[src/logic/unea_pkg.sv]
// Shared constants and encodings of the USB node event aggregator
package unea_pkg;

  // ----------------------------------------------------------------
  // Device register port
  // ----------------------------------------------------------------
  localparam int ADDR_W = 4;
  localparam int DATA_W = 8;

  localparam logic [3:0] REG_MAIN_EVENT = 4'h0;
  localparam logic [3:0] REG_MAIN_MASK  = 4'h1;
  localparam logic [3:0] REG_SEC_EVENT  = 4'h2;
  localparam logic [3:0] REG_SEC_MASK   = 4'h3;
  localparam logic [3:0] REG_TX_EVENT   = 4'h4;
  localparam logic [3:0] REG_TX_MASK    = 4'h5;
  localparam logic [3:0] REG_RX_EVENT   = 4'h6;
  localparam logic [3:0] REG_RX_MASK    = 4'h7;
  localparam logic [3:0] REG_NODE_STATE = 4'h8;

  localparam logic [7:0] REG_RESET_VAL  = 8'h00;

  // ----------------------------------------------------------------
  // Field positions
  // ----------------------------------------------------------------
  localparam int MAIN_SEC_BIT = 1;
  localparam int MAIN_TX_BIT  = 2;
  localparam int MAIN_RX_BIT  = 6;
  localparam int MAIN_MIE_BIT = 7;

  localparam int SEC_EOP_BIT    = 3;
  localparam int SEC_SHORT_BIT  = 4;
  localparam int SEC_WAKE_BIT   = 5;
  localparam int SEC_RESET_BIT  = 6;
  localparam int SEC_RESUME_BIT = 7;
  localparam logic [7:0] SEC_USED = 8'hF8;

  localparam logic [1:0] NODE_RESET  = 2'h0;
  localparam logic [1:0] NODE_RESUME = 2'h1;
  localparam logic [1:0] NODE_OPER   = 2'h2;
  localparam logic [1:0] NODE_SUSP   = 2'h3;

  // ----------------------------------------------------------------
  // Timing
  // ----------------------------------------------------------------
  localparam int CLK_PERIOD_NS    = 5;
  localparam int SHORT_SUSPEND_NS = 3000000;
  localparam int WAKE_PERMIT_NS   = 5000000;
  localparam int BUS_RESET_NS     = 2500;
  localparam int RESET_HOLD_NS    = 100000;
  localparam int SHORT_SUSPEND_CYC =
    (SHORT_SUSPEND_NS + CLK_PERIOD_NS - 1) / CLK_PERIOD_NS;
  localparam int WAKE_PERMIT_CYC =
    (WAKE_PERMIT_NS + CLK_PERIOD_NS - 1) / CLK_PERIOD_NS;
  localparam int BUS_RESET_CYC =
    (BUS_RESET_NS + CLK_PERIOD_NS - 1) / CLK_PERIOD_NS;
  localparam int RESET_HOLD_CYC =
    (RESET_HOLD_NS + CLK_PERIOD_NS - 1) / CLK_PERIOD_NS;
  localparam int SE0_W = 10;

  // ----------------------------------------------------------------
  // Controller APB map
  // ----------------------------------------------------------------
  localparam logic [11:0] APB_CMD_OFS  = 12'h000;
  localparam logic [11:0] APB_STAT_OFS = 12'h004;
  localparam int CMD_ADDR_LSB  = 0;
  localparam int CMD_WR_BIT    = 8;
  localparam int CMD_DATA_LSB  = 16;
  localparam int STAT_BUSY_BIT = 0;
  localparam int STAT_IRQ_BIT  = 1;
  localparam int STAT_HOLD_BIT = 2;
  localparam int STAT_DATA_LSB = 8;

endpackage : unea_pkg

[src/logic/unea_link_if.sv]
// Register link between the event aggregator and its controller
`timescale 1ns/10ps
interface unea_link_if;
  logic [3:0] addr;
  logic       wr;
  logic       rd;
  logic [7:0] wdata;
  logic [7:0] rdata;
  logic       irq;

  modport dev (input addr, input wr, input rd, input wdata,
               output rdata, output irq);
  modport ctl (output addr, output wr, output rd, output wdata,
               input rdata, input irq);
endinterface : unea_link_if

[src/logic/unea_device.sv]
// Event flag, mask and summary logic of the USB node
//
// Register access over APB and the placing of the registers were decided locally.
`timescale 1ns/10ps
// Operation
// - Main mask bit lets main event interrupt
// - Short suspend flag after 3 ms idle
// - Firmware alone enters suspended node state
// - Remote wake flag after 5 ms idle
// - Bus reset flag after 2.5 us SE0
// - Firmware holds node reset at least 100 us
// - Resume flag only while node suspended
// - End-of-packet flag on each valid EOP
// - Alternate mask gates secondary summary bit
// - Transmit complete mirrors done, clears on status
// - Underflow flag mirrors status, clears on status
// - Control endpoint underflow always reads zero
// - Transmit mask gates transmit summary bit
// - Receive complete on error or last byte
// - Control endpoint ignores error, drops packet
// - Firmware checks receive errors when streaming
// - Overflow flag clears on receive event read
// - Receive mask gates receive summary bit
// - Firmware may resume after wake flag
// - Mask bit 7 enables; event bit 7 zero
// - Secondary summary clears on alternate read
// - Node state codes reset/resume/oper/suspend
module unea_device
  import unea_pkg::*;
#(
  parameter int SHORT_CYC = SHORT_SUSPEND_CYC,
  parameter int WAKE_CYC  = WAKE_PERMIT_CYC,
  parameter int IDLE_W    = 20
) (
  input  wire logic       pclk,
  input  wire logic       presetn,
  unea_link_if.dev        link,
  input  wire logic       bus_idle,
  input  wire logic       bus_se0,
  input  wire logic       bus_resume,
  input  wire logic       eop_seen,
  input  wire logic [3:0] tx_done,
  input  wire logic [3:0] tx_underflow,
  input  wire logic [3:0] tx_status_read,
  input  wire logic [3:0] rx_last,
  input  wire logic [3:0] rx_err,
  input  wire logic [3:0] rx_overflow,
  input  wire logic [3:0] rx_status_read,
  output logic      [1:0] node_state,
  output logic            ep0_drop
);

  // ----------------------------------------------------------------
  // Elaboration checks
  // ----------------------------------------------------------------
  generate
    if (SHORT_CYC < 2 || WAKE_CYC <= SHORT_CYC ||
        WAKE_CYC >= (2 ** IDLE_W)) begin : g_bad_idle
      $error("unea_device: idle counts do not fit");
    end
    if (BUS_RESET_CYC < 2 || BUS_RESET_CYC >= (2 ** SE0_W)) begin : g_bad_se0
      $error("unea_device: SE0 count does not fit");
    end
  endgenerate

  localparam logic [IDLE_W-1:0] SHORT_HIT = IDLE_W'(SHORT_CYC - 1);
  localparam logic [IDLE_W-1:0] WAKE_HIT  = IDLE_W'(WAKE_CYC - 1);
  localparam logic [IDLE_W-1:0] IDLE_TOP  = IDLE_W'(WAKE_CYC);
  localparam logic [SE0_W-1:0]  SE0_HIT   = SE0_W'(BUS_RESET_CYC - 1);
  localparam logic [SE0_W-1:0]  SE0_TOP   = SE0_W'(BUS_RESET_CYC);

  // ----------------------------------------------------------------
  // State
  // ----------------------------------------------------------------
  typedef struct packed {
    logic [1:0]        idle_sync;
    logic [1:0]        se0_sync;
    logic [1:0]        resume_sync;
    logic              resume_prev;
    logic [IDLE_W-1:0] idle_cnt;
    logic [SE0_W-1:0]  se0_cnt;
    logic [7:0]        main_mask;
    logic [7:0]        sec_flags;
    logic [7:0]        sec_mask;
    logic [7:0]        tx_flags;
    logic [7:0]        tx_mask;
    logic [7:0]        rx_flags;
    logic [7:0]        rx_mask;
    logic              sec_sum;
    logic [1:0]        node_state;
    logic [7:0]        rdata;
    logic              irq;
    logic              ep0_drop;
  } unea_dev_state_type;

  unea_dev_state_type s_r;
  unea_dev_state_type s_nxt;

  logic       idle_s;
  logic       se0_s;
  logic       resume_rise;
  logic [7:0] sec_set;
  logic [7:0] tx_set;
  logic [7:0] tx_clr;
  logic [7:0] rx_set;
  logic [7:0] rx_clr;
  logic [7:0] main_ev;
  logic       rd_sec;
  logic       rd_rx;

  // ----------------------------------------------------------------
  // Next state
  // ----------------------------------------------------------------
  always_comb begin
    s_nxt = s_r;
    idle_s = s_r.idle_sync[1];
    se0_s = s_r.se0_sync[1];
    resume_rise = s_r.resume_sync[1] & ~s_r.resume_prev;
    s_nxt.idle_sync = {s_r.idle_sync[0], bus_idle};
    s_nxt.se0_sync = {s_r.se0_sync[0], bus_se0};
    s_nxt.resume_sync = {s_r.resume_sync[0], bus_resume};
    s_nxt.resume_prev = s_r.resume_sync[1];

    // Idle and SE0 timers saturate so each flag sets once per stretch
    sec_set = 8'h00;
    if (!idle_s) begin
      s_nxt.idle_cnt = '0;
    end else if (s_r.idle_cnt != IDLE_TOP) begin
      s_nxt.idle_cnt = s_r.idle_cnt + 1'b1;
    end
    sec_set[SEC_SHORT_BIT] = idle_s && (s_r.idle_cnt == SHORT_HIT);
    sec_set[SEC_WAKE_BIT] = idle_s && (s_r.idle_cnt == WAKE_HIT);
    if (!se0_s) begin
      s_nxt.se0_cnt = '0;
    end else if (s_r.se0_cnt != SE0_TOP) begin
      s_nxt.se0_cnt = s_r.se0_cnt + 1'b1;
    end
    sec_set[SEC_RESET_BIT] = se0_s && (s_r.se0_cnt == SE0_HIT);
    sec_set[SEC_RESUME_BIT] = resume_rise &&
                              (s_r.node_state == NODE_SUSP);
    sec_set[SEC_EOP_BIT] = eop_seen;

    rd_sec = link.rd && (link.addr == REG_SEC_EVENT);
    rd_rx = link.rd && (link.addr == REG_RX_EVENT);

    // Set wins over clear in every flag
    s_nxt.sec_flags = ((s_r.sec_flags & ~{8{rd_sec}}) | sec_set)
                      & SEC_USED;
    s_nxt.sec_sum = (s_r.sec_sum & ~rd_sec) |
                    (|(sec_set & s_r.sec_mask));

    tx_set = {tx_underflow[3:1], 1'b0, tx_done};
    tx_clr = {tx_status_read, tx_status_read};
    s_nxt.tx_flags = (s_r.tx_flags & ~tx_clr) | tx_set;

    rx_set = {rx_overflow,
              rx_last | {rx_err[3:1], 1'b0}};
    rx_clr = {{4{rd_rx}}, rx_status_read};
    s_nxt.rx_flags = (s_r.rx_flags & ~rx_clr) | rx_set;
    s_nxt.ep0_drop = rx_err[0];

    // Transmit and receive summaries follow masked flags; secondary summary latches masked events; bit 7 is hard zero
    main_ev = 8'h00;
    main_ev[MAIN_SEC_BIT] = s_r.sec_sum;
    main_ev[MAIN_TX_BIT] = |(s_r.tx_flags & s_r.tx_mask);
    main_ev[MAIN_RX_BIT] = |(s_r.rx_flags & s_r.rx_mask);
    main_ev[MAIN_MIE_BIT] = 1'b0;
    s_nxt.irq = s_r.main_mask[MAIN_MIE_BIT] &&
                (|(main_ev[6:0] & s_r.main_mask[6:0]));

    // ----------------------------------------------------------------
    // Register writes
    // ----------------------------------------------------------------
    if (link.wr) begin
      case (link.addr)
        REG_MAIN_MASK:  s_nxt.main_mask = link.wdata;
        REG_SEC_MASK:   s_nxt.sec_mask = link.wdata & SEC_USED;
        REG_TX_MASK:    s_nxt.tx_mask = link.wdata;
        REG_RX_MASK:    s_nxt.rx_mask = link.wdata;
        REG_NODE_STATE: s_nxt.node_state = link.wdata[1:0];
        default: begin
        end
      endcase
    end

    // ----------------------------------------------------------------
    // Register reads
    // ----------------------------------------------------------------
    if (link.rd) begin
      case (link.addr)
        REG_MAIN_EVENT: s_nxt.rdata = main_ev;
        REG_MAIN_MASK:  s_nxt.rdata = s_r.main_mask;
        REG_SEC_EVENT:  s_nxt.rdata = s_r.sec_flags;
        REG_SEC_MASK:   s_nxt.rdata = s_r.sec_mask;
        REG_TX_EVENT:   s_nxt.rdata = s_r.tx_flags;
        REG_TX_MASK:    s_nxt.rdata = s_r.tx_mask;
        REG_RX_EVENT:   s_nxt.rdata = s_r.rx_flags;
        REG_RX_MASK:    s_nxt.rdata = s_r.rx_mask;
        REG_NODE_STATE: s_nxt.rdata = {6'h00, s_r.node_state};
        default:        s_nxt.rdata = 8'h00;
      endcase
    end
  end

  // ----------------------------------------------------------------
  // Registers
  // ----------------------------------------------------------------
  always_ff @(posedge pclk or negedge presetn) begin
    if (!presetn) begin
      s_r <= '0;
    end else begin
      s_r <= s_nxt;
    end
  end

  assign link.rdata = s_r.rdata;
  assign link.irq = s_r.irq;
  assign node_state = s_r.node_state;
  assign ep0_drop = s_r.ep0_drop;

endmodule : unea_device

[src/flat_wrapper.sv]
// flat-port wrapper written by rule: the top's interface ports become plain ports
module unea_device_flat import unea_pkg::*;
#(
  parameter int SHORT_CYC = SHORT_SUSPEND_CYC,
  parameter int WAKE_CYC  = WAKE_PERMIT_CYC,
  parameter int IDLE_W    = 20
)
  (pclk, presetn, bus_idle, bus_se0, bus_resume, eop_seen, tx_done, tx_underflow, tx_status_read, rx_last, rx_err, rx_overflow, rx_status_read, node_state, ep0_drop, link_addr, link_wr, link_rd, link_wdata, link_rdata, link_irq);
  unea_link_if link_i ();
  input  wire logic pclk;
  input  wire logic presetn;
  input  wire logic bus_idle;
  input  wire logic bus_se0;
  input  wire logic bus_resume;
  input  wire logic eop_seen;
  input  wire logic [3:0] tx_done;
  input  wire logic [3:0] tx_underflow;
  input  wire logic [3:0] tx_status_read;
  input  wire logic [3:0] rx_last;
  input  wire logic [3:0] rx_err;
  input  wire logic [3:0] rx_overflow;
  input  wire logic [3:0] rx_status_read;
  output logic      [1:0] node_state;
  output logic ep0_drop;
  input wire logic [$bits(link_i.addr)-1:0] link_addr;
  input wire logic [$bits(link_i.wr)-1:0] link_wr;
  input wire logic [$bits(link_i.rd)-1:0] link_rd;
  input wire logic [$bits(link_i.wdata)-1:0] link_wdata;
  output wire logic [$bits(link_i.rdata)-1:0] link_rdata;
  output wire logic [$bits(link_i.irq)-1:0] link_irq;
  assign link_i.addr = link_addr;
  assign link_i.wr = link_wr;
  assign link_i.rd = link_rd;
  assign link_i.wdata = link_wdata;
  assign link_rdata = link_i.rdata;
  assign link_irq = link_i.irq;
  unea_device #(.SHORT_CYC(SHORT_CYC), .WAKE_CYC(WAKE_CYC), .IDLE_W(IDLE_W)) u_core (.pclk(pclk), .presetn(presetn), .link(link_i), .bus_idle(bus_idle), .bus_se0(bus_se0), .bus_resume(bus_resume), .eop_seen(eop_seen), .tx_done(tx_done), .tx_underflow(tx_underflow), .tx_status_read(tx_status_read), .rx_last(rx_last), .rx_err(rx_err), .rx_overflow(rx_overflow), .rx_status_read(rx_status_read), .node_state(node_state), .ep0_drop(ep0_drop));
endmodule
[config.mk]
export PLATFORM = sky130hd
export DESIGN_NAME = unea_device_flat
export DESIGN_NICKNAME = d
export VERILOG_FILES = /design/src/logic/unea_pkg.sv /design/src/logic/unea_link_if.sv /design/src/logic/unea_device.sv /design/src/flat_wrapper.sv
export SDC_FILE = /design/constraint.sdc
export NUM_CORES = 1
export LEC_CHECK = 0
export BUFFER_PORTS_ARGS = -buffer_cell sky130_fd_sc_hd__buf_2
export CORE_MARGIN = 3
export CORE_UTILIZATION = 45
export CTS_CLUSTER_DIAMETER = 50
export DETAILED_ROUTE_END_ITERATION = 10
export SYNTH_ARGS = -nofsm -noshare
export SYNTH_HDL_FRONTEND = slang
export SYNTH_SLANG_ARGS = --single-unit
export TNS_END_PERCENT = 50
[constraint.sdc]
create_clock -name pclk -period 2.7 [get_ports pclk]
set_clock_uncertainty 0.15 [all_clocks]
set_input_delay 0.27 -clock pclk [delete_from_list [all_inputs] [get_ports pclk]]
set_output_delay 0.27 -clock pclk [all_outputs]
set_load 0.01 [all_outputs]
## Word-level counts from Yosys, hierarchy flattened

Index checks and enable logic that the tools add are counted.

| cells by class | value |
|---|---|
| eq/ne operators | 16 |
| bitwise operators | 19 |
| reductions and logical operators | 17 |
| add/subtract/negate cells | 2 |
| mux-type cells | 5 |

Operators with widths:

| operator | number |
|---|---|
| $pmux W8 S9 | 1 |
| $and A8 B8 Y8 | 6 |
| $eq A20 B20 Y1 const B | 2 |
| $mux W20 | 2 |
| $not A8 Y8 | 3 |
| $or A8 B8 Y8 | 3 |
| $reduce_or A8 Y1 | 3 |
| $add A20 B1 Y20 const B | 1 |
| $mux W10 | 2 |
| $ne A20 B20 Y1 const B | 1 |
| $eq A4 B3 Y1 const B | 4 |
| $add A10 B1 Y10 const B | 1 |
| $eq A10 B9 Y1 const B | 1 |
| $ne A10 B9 Y1 const B | 1 |
| $reduce_and A2 Y1 | 5 |
| $eq A4 B2 Y1 const B | 2 |
| $and A7 B7 Y7 | 1 |
| $logic_and A1 B1 Y1 | 7 |
| $reduce_or A7 Y1 | 1 |
| $eq A4 B1 Y1 const B | 1 |
| $eq A4 B4 Y1 const B | 1 |
| $logic_not A4 Y1 | 1 |
| $ne A2 B2 Y1 const B | 2 |
| $or A4 B4 Y4 | 1 |
| 4 further kinds | 6 |

| storage, ports and cells | value |
|---|---|
| register bits after elaboration | 100 |
| output and inout port bits | 12 |
| bits of input ports | 48 |
| word-level logic and storage cells | 77 |

## Logic depth before layout (Yosys ltp)

Gate-level depths: netlist of the first run.

| logic depth | value |
|---|---|
| depth in word-level cells | 6 |
| mapped depth | 7 |
| gate-level depth less buffers | 6 |

## Least setup slack after synthesis of the first run

Ideal clock, no wire load.

| timing | value |
|---|---|
| path type | reg2reg |
| from | reg u_core.s_r[84] in the netlist's numbering |
| to | reg u_core.s_r[80] in the netlist's numbering |
| path buffers | 0 |
| cell stages (with the launch flop) | 5 |
| clock period less this slack | 1.829 ns |
| data arrival time | 1.556 ns |
| path slack | 0.871 ns |
| path through | dfrtp_1 > or4_1 > or4_4 > o21ai_1 > a21oi_1 |

| between the ends | value |
|---|---|
| cells in the longest elaborated chain, start to end | 2 |

RTL lines:

| item | line | RTL |
|---|---|---|
| start: declaration | unea_device.sv:96 | `unea_dev_state_type s_r;` |
| start signal: assignment | unea_device.sv:212 | `s_r <= s_nxt;` |
| $ne A20 B20 Y1 | unea_device.sv:128 | `end else if (s_r.idle_cnt != IDLE_TOP) begin` |
| $ne A2 B2 Y1 (no line) | n/a |  |

Every way passes these cells.
A chain may end at the register's enable or synchronous reset.

## Worst setup path in the final report of the first run

| timing | value |
|---|---|
| from | reg u_core.s_r[79] in the netlist's numbering |
| to | reg u_core.s_r[95] in the netlist's numbering |

| between the ends | value |
|---|---|
| cells in the longest elaborated chain, start to end | 3 |
| elaborated cells between the ends (all ways) | 5 |
| classes of those cells | add/sub (1); eq/ne (2); mux (2) |

RTL lines:

| item | line | RTL |
|---|---|---|
| $add A20 B1 Y20 | unea_device.sv:129 | `s_nxt.idle_cnt = s_r.idle_cnt + 1'b1;` |
| $mux W20 | unea_device.sv:128 |  |
| $mux W20 | unea_device.sv:126 | `if (!idle_s) begin` |

Several ways; a longest one is shown, not always the timed one. The select of a mux whose other input is x is not followed.

==> results by group, run 1 <==
CTS
  • Clk buf depth: 2
  • H-tree depth: 3
  • Worst-path clk slew: 100 ps
  • TritonCTS clock tree: yes
  • Skew-Pair Late Insertion Delay: 360 ps
  • Clock sinks: 100
  • Cts repair resizes: 0
  • Clock root buffer: clkbuf_8
  • Cts bufs inserted: 9

Synthesis
  • Cells after synthesis: 459
  • Cell Area, Synth: 0.00491 sq mm
  • Post-synth top flop: dfrtp_1
  • Number of distinct library cells after synthesis: 63
  • Number of synthesis warnings: 0
  • Synth top area share: 51.0%
  • Sequential area share after synthesis: 51.0%
  • Synth area leaders: dfrtp_1, mux2_2, mux2i_1
  • Area leader, netlist: dfrtp_1
  • Commonest cells post-synth: dfrtp_1, nand2_1, inv_1, mux2_2, nor2_1
  • Yosys reg bits: 100
  • Dominant cell by count in the synthesized netlist: dfrtp_1
  • Number of enable flip-flop cells after synthesis: 0
  • Synthesized Nets: 511
  • Async SR Flop Fraction: 100%
  • Avg Cell Area, Syn: 10.7 sq um

Drt
  • Total Wirelength: 10900 um
  • DRC: 0
  • DR iter-0 viols: 134
  • Initial DRT Pass Iterations: 5
  • DR vias: 3703
  • Antenna violation net count after detailed routing: 0
  • Avg WL per Cell: 16.2 um
  • Post-DR vias/cell: 5.51

Timing
  • Fmax achieved: 495 MHz
  • Final setup vio count: 0
  • Worst Max-Slew Pin Slew: 590 ps
  • Worst setup margin: 679 ps
  • Fin. max-slew vios: 0
  • Hold slack: 2.94 ps
  • Period utilization: 74.9%
  • Final hold vios: 0
  • Fin Setup TNS: 0 ps
  • RSZ-0062 raised after global routing: no
  • Min cycle time layout: 2020 ps
  • Slew headroom: 60.7%

Place
  • RD Place Congestion: 0.815
  • HPWL Detailed: 7930 um
  • PortBufs: 58
  • Area post-placement: 0.00528 sq mm
  • Place WS: 626 ps

Critical path
  • CP required: 2830 ps
  • Crit start category: flip-flop
  • Worst EP arrival: 2150 ps
  • CP Capture Type: flip-flop
  • Worst Path Max Fanout: 6
  • WS Path Type: reg -> reg
  • Worst reg2reg path depth: 5

GRT
  • Initial antenna violation count: 0
  • Met2 Use GR: 30.9%
  • Met3 Usage GRT: 4.33%
  • Largest net degree at the start of global routing: 45
  • GRT Max-Usage Layer: met2
  • Grt total ovfl: 0
  • First-pass GRT wire length: 18700 um
  • GRT Total Usage: 18.4%
  • GR Layer Usage met1: 24.0%
  • Vias in the first global route: 3772

Pwr
  • Gate power share: 15.5%
  • Reg power frac: 57.3%
  • Clock share of power: 27.2%
  • Power Dens Cells: 552 mW/mm^2
  • Static Leakage: 2.50 nW
  • P_sw: 0.867 mW
  • Sw Ratio: 27.6%
  • Worst vdd ir: 0.308 mV
  • Internal: 2.27 mW

Floorplan
  • Starting Density: 46.9%
  • Die Y: 110 um
  • Die width: 110 um
  • Rows: 37
  • I/O pins: 60
  • DIE AREA: 0.0122 sq mm
  • Core Area: 0.0105 sq mm

Hold path
  • Hold Path Class: in -> reg
  • Cell count of the worst hold path: 3

Final layout
  • Antenna Diode Count: 0
  • Sequential cell area: 0.00250 sq mm
  • Fin area: 0.00570 sq mm
  • Area Overhead vs Synth: 16.0%
  • Layout cell share with drive strength beyond 1: 20.7%
  • Fill cell count: 966
  • # nets final: 583
  • Multi-input logic area: 0.00217 sq mm

Status
  • Outcome: complete, no violations

Flow run
  • Max Cap Viol: 0
-- logic make-up (layout without fill, tap and decap cells) --
| family | Yosys count | count (layout) | synth area share (%) |
|---|---|---|---|
| AO/OA/AOI/OAI | 84 | 84 | 11.7 |
| XOR/XNOR | 17 | 17 | 3.03 |
| adder cells (fa/ha/maj) | 4 | 4 | 1.02 |
| buffers and inverters | 52 | 129 | 4.87 |
| flip-flops | 100 | 100 | 51.0 |
| multiplexers | 46 | 46 | 10.4 |
| AND/OR/NAND/NOR | 156 | 156 | 18.0 |
-- per-stage QoR --
stage	total power, mW	std cells	utilization, %
floorplan	2.11	459	-
global placement	2.28	631	50.4
detailed placement	2.30	631	50.4
CTS	3.18	672	54.4
global route	3.31	672	54.4
finish	3.14	672	54.4
-- sequential cells by signal, summed over array words and instances (netlist names) --
name / cells
u_core.ep0_drop: 1
u_core.s_nxt: 4
u_core.link.rdata: 8
u_core.link.irq: 1
u_core.main_ev: 1
u_core.idle_s: 1
u_core.node_state: 2
u_core.s_r: 82
-- path summary, 6_finish.rpt --
check,startpoint,end,slack [ps]
max in group asynchronous,presetn,u_core.s_r[86],1380
setup reg to reg,u_core.s_r[79],u_core.s_r[95],680
hold reg to reg,u_core.s_nxt[103],u_core.s_r[103],200
min in group asynchronous,presetn,u_core.s_r[41],290
hold / removal,link_wdata[2],u_core.s_r[63],3
setup / recovery,u_core.s_r[79],u_core.s_r[95],680
-- critical path, stage by stage, from the launching register on --
cell and delay (ps):
dfrtp_1 450, ha_1 230, nand3_2 170, or2_1 310, or4_1 480, a21oi_1 150
-- routing by layer --
metal	vias up	wire (um)	share of wire, %
met1	1824	4920	45
li1	1780	-	-
met2	79	5290	49
met5	-	0	0
met3	20	458	4.2
met4	0	241	2.2
-- cells in the final DEF (no fill, tap or decap), types with 6 or more instances in the layout --
cell / instances
nand4_1: 12
mux2_2: 24
nor2_1: 24
nand2_1: 25
and2_1: 6
a21o_1: 15
mux2_1: 6
dfrtp_1: 100
a21oi_1: 9
o21ai_0: 18
mux2i_1: 15
clkbuf_8: 10
dlygate4sd3_1: 25
inv_1: 24
nor2b_1: 11
xnor2_1: 13
nand2b_1: 7
buf_2: 57
a22oi_1: 11
nor3_1: 10
nand3_1: 23
-- final cells by class --
| type | instances | area share (%) |
|---|---|---|
| clock buffer | 11 | 2.48 |
| clock inverter | 5 | 0.483 |
| inverter | 25 | 1.65 |
| multi-input combinational | 307 | 38.0 |
| sequential | 100 | 43.9 |
| tap | 136 | 2.99 |
| timing repair buffer | 88 | 10.4 |
-- power groups by stage --
stage	sequential (mW)	clock [mW]	combinational, mW
after floorplan	1.78	0	0.329
after global placement	1.83	0	0.451
after detailed placement	1.83	0	0.463
after CTS	1.80	0.885	0.492
after global routing	1.83	0.934	0.544
final	1.80	0.853	0.487
-- timing repair --
action	CTS	global route
hold buffers	25	0
setup buffers	0	0
hold endpoints to repair	63	0
(Power assumes the default switching activity.)
==> run 2, diff against run 1 <==
--- a/config.mk
+++ b/config.mk
@@ -5,11 +5,13 @@
 export SDC_FILE = /design/constraint.sdc
 export NUM_CORES = 1
 export LEC_CHECK = 0
+export ABC_AREA = 1
 export BUFFER_PORTS_ARGS = -buffer_cell sky130_fd_sc_hd__buf_2
 export CORE_MARGIN = 3
 export CORE_UTILIZATION = 45
 export CTS_CLUSTER_DIAMETER = 50
 export DETAILED_ROUTE_END_ITERATION = 10
+export PLACE_DENSITY = 0.67
 export SYNTH_ARGS = -nofsm -noshare
 export SYNTH_HDL_FRONTEND = slang
 export SYNTH_SLANG_ARGS = --single-unit
==> constraint.sdc (replaced) <==
create_clock -name pclk -period 1.7 [get_ports pclk]
set_clock_uncertainty 0.15 [all_clocks]
set_input_delay 0.17 -clock pclk [delete_from_list [all_inputs] [get_ports pclk]]
set_output_delay 0.17 -clock pclk [all_outputs]
set_load 0.01 [all_outputs]
==> run 2 against run 1 <==
Net effect:
- die area increased by 1.2%
- power up 72%
- critical endpoint unchanged
- count of clock-buffer cells in the layout fell by 2
- non-clock buffer count increased by 21
- fmax increased by 27%
- design area increased by 7.1%
- flip-flop and latch count did not move
- critical path type unchanged
- sequential share of layout area is 2.9 points lower
- first-iteration DRC count rose to 3.2 times the previous value
- global-route usage grew 2.0 points
- largest power group unchanged
- via count rose by 21%
- cell count rose by 31%
==> results by group, run 2 <==
Status
  • Outcome: complete, no violations (unchanged)

Floorplan
  • Starting Density: 47.3% (was 46.9%)
  • Rows: 37 (unchanged)
  • I/O pins: 60 (unchanged)
  • Die width: 111 um (was 110 um)
  • DIE AREA: 0.0123 sq mm (was 0.0122 sq mm)
  • Die Y: 111 um (was 110 um)
  • Core Area: 0.0105 sq mm (about the same)

Critical path
  • Worst Path Max Fanout: 8 (was 6)
  • Crit start category: flip-flop (unchanged)
  • Critical Path Most Common Cell: nor2_4
  • CP max-delay cell: dfrtp_2 (was or4_1)
  • Worst EP arrival: 1700 ps (was 2150 ps)
  • CP Capture Type: flip-flop (unchanged)
  • Largest stage delay, worst path: 430 ps (was 480 ps)
  • Cell family with most CP delay: simple AND/OR/NAND/NOR gates (unchanged)
  • WS Path Type: reg -> reg (unchanged)
  • Buffers & Inverters on Critical Path: 0 (unchanged)
  • Crit path cell chain: ha_4 > nand2_2 > nor2_4 > nand2_4 > nor2_4 > nand3_1 > nand2_1 > nor2_1 (was ha_1 > nand3_2 > or2_1 > or4_1 > a21oi_1)
  • CP required: 1810 ps (was 2830 ps)

CTS
  • Cts bufs inserted: 9 (unchanged)
  • TritonCTS clock tree: yes (unchanged)
  • Clock sinks: 100 (unchanged)
  • Clock root buffer: clkbuf_8 (unchanged)
  • H-tree depth: 3 (unchanged)
  • Skew-Pair Late Insertion Delay: 370 ps (was 360 ps)
  • Clk buf depth: 2 (unchanged)
  • Worst-path clk slew: 110 ps (was 100 ps)

Timing
  • RSZ-0062 raised after global routing: yes (was no)
  • Final setup vio count: 0 (unchanged)
  • Period utilization: 93.8% (was 74.9%)
  • Min cycle time layout: 1600 ps (was 2020 ps)
  • Fin. max-slew vios: 0 (unchanged)
  • Fin Setup TNS: 0 ps (unchanged)
  • Slew headroom: 67.6% (was 60.7%)
  • Fmax achieved: 627 MHz (was 495 MHz)
  • Hold slack: 16.8 ps (was 2.94 ps)
  • Worst Max-Slew Pin Slew: 485 ps (was 590 ps)
  • Final hold vios: 0 (unchanged)

Drt
  • DR vias: 4468 (was 3703)
  • Post-DR vias/cell: 5.07 (was 5.51)
  • Total Wirelength: 12200 um (was 10900 um)
  • DRC: 0 (unchanged)
  • Initial DRT Pass Iterations: 6 (was 5)
  • Avg WL per Cell: 13.9 um (was 16.2 um)
  • DR iter-0 viols: 430 (was 134)
  • Antenna violation net count after detailed routing: 0 (unchanged)

Synthesis
  • Commonest cells post-synth: nand2_1, dfrtp_1, nor2_1 (was dfrtp_1, nand2_1, inv_1, mux2_2, nor2_1)
  • Number of distinct library cells after synthesis: 29 (was 63)
  • Number of synthesis warnings: 0 (unchanged)
  • Sequential area share after synthesis: 50.4% (was 51.0%)
  • Synth area leaders: dfrtp_1, nand2_1, nor2_1 (was dfrtp_1, mux2_2, mux2i_1)
  • Dominant cell by count in the synthesized netlist: nand2_1 (was dfrtp_1)
  • Area leader, netlist: dfrtp_1 (unchanged)
  • Synthesized Nets: 691 (was 511)
  • Post-synth top flop: dfrtp_1 (unchanged)
  • Yosys reg bits: 100 (unchanged)
  • Synth top area share: 50.4% (was 51.0%)
  • Avg Cell Area, Syn: 7.78 sq um (was 10.7 sq um)
  • Number of enable flip-flop cells after synthesis: 0 (unchanged)
  • Cell Area, Synth: 0.00497 sq mm (was 0.00491 sq mm)
  • Cells after synthesis: 639 (was 459)
  • Async SR Flop Fraction: 100% (unchanged)

GRT
  • Vias in the first global route: 4467 (was 3772)
  • GRT Total Usage: 20.4% (was 18.4%)
  • Largest net degree at the start of global routing: 40 (was 45)
  • Grt total ovfl: 0 (unchanged)
  • First-pass GRT wire length: 21000 um (was 18700 um)
  • Initial antenna violation count: 0 (unchanged)

Place
  • RD Place Congestion: 0.898 (was 0.815)
  • HPWL Detailed: 8990 um (was 7930 um)
  • Cells after DPL: 823 (was 631)
  • PortBufs: 58 (unchanged)

Final layout
  • Multi-input logic area: 0.00212 sq mm (was 0.00217 sq mm)
  • Sequential cell area: 0.00250 sq mm (about the same)
  • Antenna Diode Count: 0 (unchanged)
  • # nets final: 792 (was 583)
  • Most frequent cells in the layout: nand2_1, dfrtp_1, nor2_1 (was dfrtp_1, buf_2, nand2_1, dlygate4sd3_1)
  • Layout cell share with drive strength beyond 1: 15.7% (was 20.7%)
  • Final Instance Count excl. Fillers: 881 (was 672)
  • Commonest non-fill, non-tap cell in the layout: nand2_1 (was dfrtp_1)
  • Biggest register: u_core.s_r (unchanged)
  • Max reg flops: 82 (unchanged)
  • Fill cell count: 964 (was 966)
  • Area Overhead vs Synth: 22.8% (was 16.0%)

Pwr
  • Static Leakage: 3.10 nW (was 2.50 nW)
  • Power Dens Cells: 883 mW/mm^2 (was 552 mW/mm^2)
  • Worst vdd ir: 0.688 mV (was 0.308 mV)

Flow run
  • Max Cap Viol: 0 (unchanged)

Hold path
  • Hold Path Class: in -> reg (unchanged)
run 2: cell count changes in the layout (fill, tap and decap cells not counted), sizes merged, moves of 8 or more:
cell         before  now
nand2            25  195
nor2             24   87
inv              24   73
mux2             30    0
dlygate4sd3      25   39
xnor2            13    1
mux2i            15    0
a22oi            11    0
nand3            25   51
o21bai            0   12
a21o             15    1
o21ai            20   55
a21oi             9   17
nor2b            11    0
run 2: logic make-up (layout without fill, tap and decap cells):
| logic type | count (synthesis) | count (layout) | synth area share [%] |
|---|---|---|---|
| AO/OA/AOI/OAI | 86 | 86 | 9.42 |
| buffers and inverters | 89 | 195 | 7.83 |
| adder cells (fa/ha/maj) | 4 | 4 | 1.01 |
| flip-flops | 100 | 100 | 50.4 |
| AND/OR/NAND/NOR | 356 | 356 | 30.7 |
| XOR/XNOR | 4 | 4 | 0.705 |
run 2: per-layer routing:
| layer | routed length (um) | vias up | track usage, % |
|---|---|---|---|
| met4 | 78 | 0 | 3.81 |
| met3 | 805 | 11 | 4.80 |
| li1 | - | 2227 | - |
| met5 | 0 | - | 0 |
| met2 | 5620 | 128 | 32.4 |
| met1 | 5710 | 2102 | 29.1 |
run 2: timing repair:
action	in CTS	in global routing
pin swaps	0	3
resized for setup	0	11
gates cloned	0	0
hold buffers	39	0
setup endpoints to repair	4	10
buffers inserted	1	2
hold endpoints to repair	158	0
run 2: through the flow:
stage                     setup WS, ps  util (%)  power [mW]  cell area, sq um
after floorplan                    217         -        3.28              4970
after global placement            77.8      51.5        3.55              5410
after detailed placement         -1.83      51.5        3.58              5410
after CTS                         11.9      57.5        5.45              6050
after global routing             -17.3      58.1        5.69              6100
final                              105      58.1        5.39              6100
run 2: final cells by class:
type	instances	share of cell area, %
clock inverter	7	1.87
timing repair buffer	109	13.3
clock buffer	9	2.03
tap	136	2.79
sequential	100	41.0
multi-input combinational	450	34.7
inverter	70	4.31
run 2: path summary, 6_finish.rpt:
kind | start | to | slack [ps] | cells after the start
min in group asynchronous | presetn | u_core.s_r[42] | 100 | 2
min | link_addr[3] | u_core.s_r[31] | 20 | 4
max | u_core.s_r[80] | u_core.s_r[95] | 100 | 8
max in group asynchronous | presetn | u_core.link.rdata[5] | 750 | 3
min reg2reg | u_core.s_nxt[105] | u_core.idle_s | 200 | 0
max reg2reg | u_core.s_r[80] | u_core.s_r[95] | 100 | 8
run 2: power by group:
part	internal [mW]	switching, mW	leakage (nW)
registers	2.62	0.217	1.25
clock network	0.867	0.902	0.120
logic	0.353	0.430	1.73
total	3.84	1.55	3.10
run 2: tightest hold or removal path, cell delays in order:
cell and delay [ps]:
buf_2 110, nor2_2 80, nand3_2 80, o21ai_1 60
==> run 3, diff against run 2 <==
--- a/config.mk
+++ b/config.mk
@@ -5,7 +5,6 @@
 export SDC_FILE = /design/constraint.sdc
 export NUM_CORES = 1
 export LEC_CHECK = 0
-export ABC_AREA = 1
 export BUFFER_PORTS_ARGS = -buffer_cell sky130_fd_sc_hd__buf_2
 export CORE_MARGIN = 3
 export CORE_UTILIZATION = 45
==> run 3 against run 2 <==
Net effect:
- the run now ends with negative setup slack left
- sequential power about the same
- sequential share of layout area is 1.9 points lower
- largest cell class unchanged
- critical endpoint is now u_core.s_r[80]
- core utilization rose by 3.2 points
- count of clock-buffer cells in the layout is 1 higher
- setup slack got worse by 290 ps
- first-iteration DRC count decreased by 46%
- cell count down 17%
- via count is 12% lower
- highest routed layer unchanged
- wire length fell by 2.3%
- clock power shrank 7%
==> results by group, run 3 (synthesis gave the netlist of run 1 again) <==
Status
  • Outcome: finished with violations (was complete, no violations)
  • Failing checks: negative setup slack

Floorplan
  • Core Area: 0.0105 sq mm (about the same)
  • Starting Density: 46.9% (was 47.3%)
  • Die width: 110 um (was 111 um)
  • DIE AREA: 0.0122 sq mm (was 0.0123 sq mm)
  • Rows: 37 (unchanged)
  • Die Y: 110 um (was 111 um)
  • I/O pins: 60 (unchanged)

Place
  • RD Place Congestion: 0.839 (was 0.898)
  • Cells after DPL: 668 (was 823)
  • HPWL Detailed: 8360 um (was 8990 um)
  • PortBufs: 58 (unchanged)

Drt
  • Total Wirelength: 11900 um (was 12200 um)
  • Avg WL per Cell: 16.2 um (was 13.9 um)
  • Initial DRT Pass Iterations: 5 (was 6)
  • DRC: 0 (unchanged)
  • Post-DR vias/cell: 5.38 (was 5.07)
  • Antenna violation net count after detailed routing: 0 (unchanged)
  • DR iter-0 viols: 232 (was 430)
  • DR vias: 3950 (was 4468)

Timing
  • Fmax achieved: 532 MHz (was 627 MHz)
  • Worst setup margin: -180 ps (was 105 ps)
  • Final setup vio count: 7 (was 0)
  • Min cycle time layout: 1880 ps (was 1600 ps)
  • Slew headroom: 74.9% (was 67.6%)
  • Worst Max-Slew Pin Slew: 373 ps (was 485 ps)
  • Fin Setup TNS: -849 ps (was 0 ps)
  • Period utilization: 111% (was 93.8%)
  • Fin. max-slew vios: 0 (unchanged)
  • Final hold vios: 0 (unchanged)
  • RSZ-0062 raised after global routing: yes (unchanged)

Final layout
  • Max reg flops: 82 (unchanged)
  • # nets final: 645 (was 792)
  • Most frequent cells in the layout: dfrtp_1, buf_2, buf_4 (was nand2_1, dfrtp_1, nor2_1)
  • Fill cell count: 858 (was 964)
  • Layout cell share with drive strength beyond 1: 30.6% (was 15.7%)
  • Commonest non-fill, non-tap cell in the layout: dfrtp_1 (was nand2_1)
  • Biggest register: u_core.s_r (unchanged)
  • Area Overhead vs Synth: 30.7% (was 22.8%)
  • Final Instance Count excl. Fillers: 734 (was 881)
  • Antenna Diode Count: 0 (unchanged)

Flow run
  • Max Cap Viol: 0 (unchanged)

Pwr
  • Power Dens Cells: 838 mW/mm^2 (was 883 mW/mm^2)
  • Reg power frac: 53.4% (was 52.7%)
  • Static Leakage: 2.82 nW (was 3.10 nW)
  • P_sw: 1.43 mW (was 1.55 mW)
  • Gate power share: 16.0% (was 14.5%)
  • Internal: 3.95 mW (was 3.84 mW)
  • Clock share of power: 30.6% (was 32.8%)
  • Sw Ratio: 26.6% (was 28.7%)
  • Worst vdd ir: 0.534 mV (was 0.688 mV)
  • Pwr Total: 5.38 mW (was 5.39 mW)

Critical path
  • Buffers & Inverters on Critical Path: 0 (unchanged)
  • Worst setup path start: u_core.s_r[83] (was u_core.s_r[80])
  • Worst EP arrival: 1990 ps (was 1700 ps)
  • Launching point of the worst reg2reg path: u_core.s_r[83] (was u_core.s_r[80])
  • CP Capture Type: flip-flop (unchanged)
  • WS Path Type: reg -> reg (unchanged)
  • Cell family with most CP delay: simple AND/OR/NAND/NOR gates (unchanged)
  • CP max-delay cell: or4_4 (was dfrtp_2)
  • Largest stage delay, worst path: 540 ps (was 430 ps)
  • Crit start category: flip-flop (unchanged)
  • Crit path cell chain: or4_4 > or4_4 > o21ai_2 > a21oi_1 (was ha_4 > nand2_2 > nor2_4 > nand2_4 > nor2_4 > nand3_1 > nand2_1 > nor2_1)
  • Critical Path Most Common Cell: or4_4 (was nor2_4)
  • CP required: 1810 ps (about the same)
  • Worst Path Max Fanout: 3 (was 8)

GRT
  • Largest net degree at the start of global routing: 52 (was 40)
  • First-pass GRT wire length: 20100 um (was 21000 um)
  • Initial antenna violation count: 0 (unchanged)
  • Grt total ovfl: 0 (unchanged)
  • GRT Total Usage: 19.8% (was 20.4%)
  • Vias in the first global route: 4066 (was 4467)

Hold path
  • HP Start: link_addr[3] (unchanged)
  • Hold Path Class: in -> reg (unchanged)

CTS
  • Skew-Pair Late Insertion Delay: 370 ps (about the same)
  • TritonCTS clock tree: yes (unchanged)
  • Clock root buffer: clkbuf_8 (unchanged)
  • Clock sinks: 100 (unchanged)
  • Worst-path clk slew: 100 ps (was 110 ps)
  • H-tree depth: 3 (unchanged)
  • Cts bufs inserted: 9 (unchanged)
  • Clk buf depth: 2 (unchanged)
[run 3: cell types whose count changed in the layout (fill, tap and decap cells not counted), moves of 15 or more]
cell	previous run	this run
mux2_2	0	24
inv_1	63	23
mux2i_1	0	15
o21ai_1	32	0
buf_4	10	45
nor2_1	77	23
nand3_1	48	22
nand2_1	186	24
[run 3: routing by layer]
layer / vias to the layer above / GRT usage (%) / share of wire (%)
li1: 1911 / - / -
met1: 1923 / 26.2 / 45
met2: 99 / 33.0 / 49
met3: 17 / 4.16 / 4.1
met4: 0 / 5.50 / 1.8
met5: - / 0 / 0
[run 3: stage by stage]
| step | cell area, sq um | hold slack (ps) | setup slack [ps] | utilization (%) |
|---|---|---|---|---|
| after floorplan | 4910 | -276 | -116 | - |
| after global placement | 5610 | -152 | -125 | 53.6 |
| after detailed placement | 5610 | -150 | -169 | 53.6 |
| after CTS | 6260 | 55.2 | -144 | 59.9 |
| after global routing | 6410 | 82.0 | -236 | 61.3 |
| final | 6410 | 76.1 | -180 | 61.3 |
[run 3: what timing repair did]
action                                  4_1_cts  5_1_grt
gates resized for setup                       5       24
setup buffers                                 1        8
hold buffers                                 41        0
endpoints found under the setup margin        8       16
pin swaps                                     6        8
endpoints found under the hold margin       153        0
[run 3: worst min-delay path, cell delays in order]
cell	delay (ps)
buf_2	180
a221oi_1	80
o22ai_1	110
[run 3: layout make-up]
| class | count | area, sq um | area share (%) |
|---|---|---|---|
| multi-input cells | 307 | 2270 | 35.4 |
| clock buffers | 10 | 128 | 1.99 |
| repair buffers | 150 | 1160 | 18.0 |
| well taps | 136 | 170 | 2.65 |
| clock inverters | 6 | 88.8 | 1.38 |
| inverters | 25 | 93.8 | 1.46 |
| flip-flops and latches | 100 | 2510 | 39.1 |
[run 3: power by group through the flow]
stage / Sequential (mW) / Clock (mW) / Combinational (mW)
2_1_floorplan: 2.83 / 0 / 0.523
3_3_place_gp: 2.90 / 0 / 0.747
3_5_place_dp: 2.91 / 0 / 0.771
4_1_cts: 2.86 / 1.69 / 0.855
5_1_grt: 2.90 / 1.78 / 0.955
6_report: 2.87 / 1.64 / 0.862
[run 3: path summary, 6_finish.rpt]
kind	to	slack, ps	cells past startpoint
max in group asynchronous	u_core.link.rdata[2]	590	3
min	u_core.link.rdata[0]	80	3
max	u_core.s_r[80]	-180	4
max reg2reg	u_core.s_r[80]	-180	4
min in group asynchronous	u_core.s_r[43]	180	3
min reg2reg	u_core.idle_s	210	0
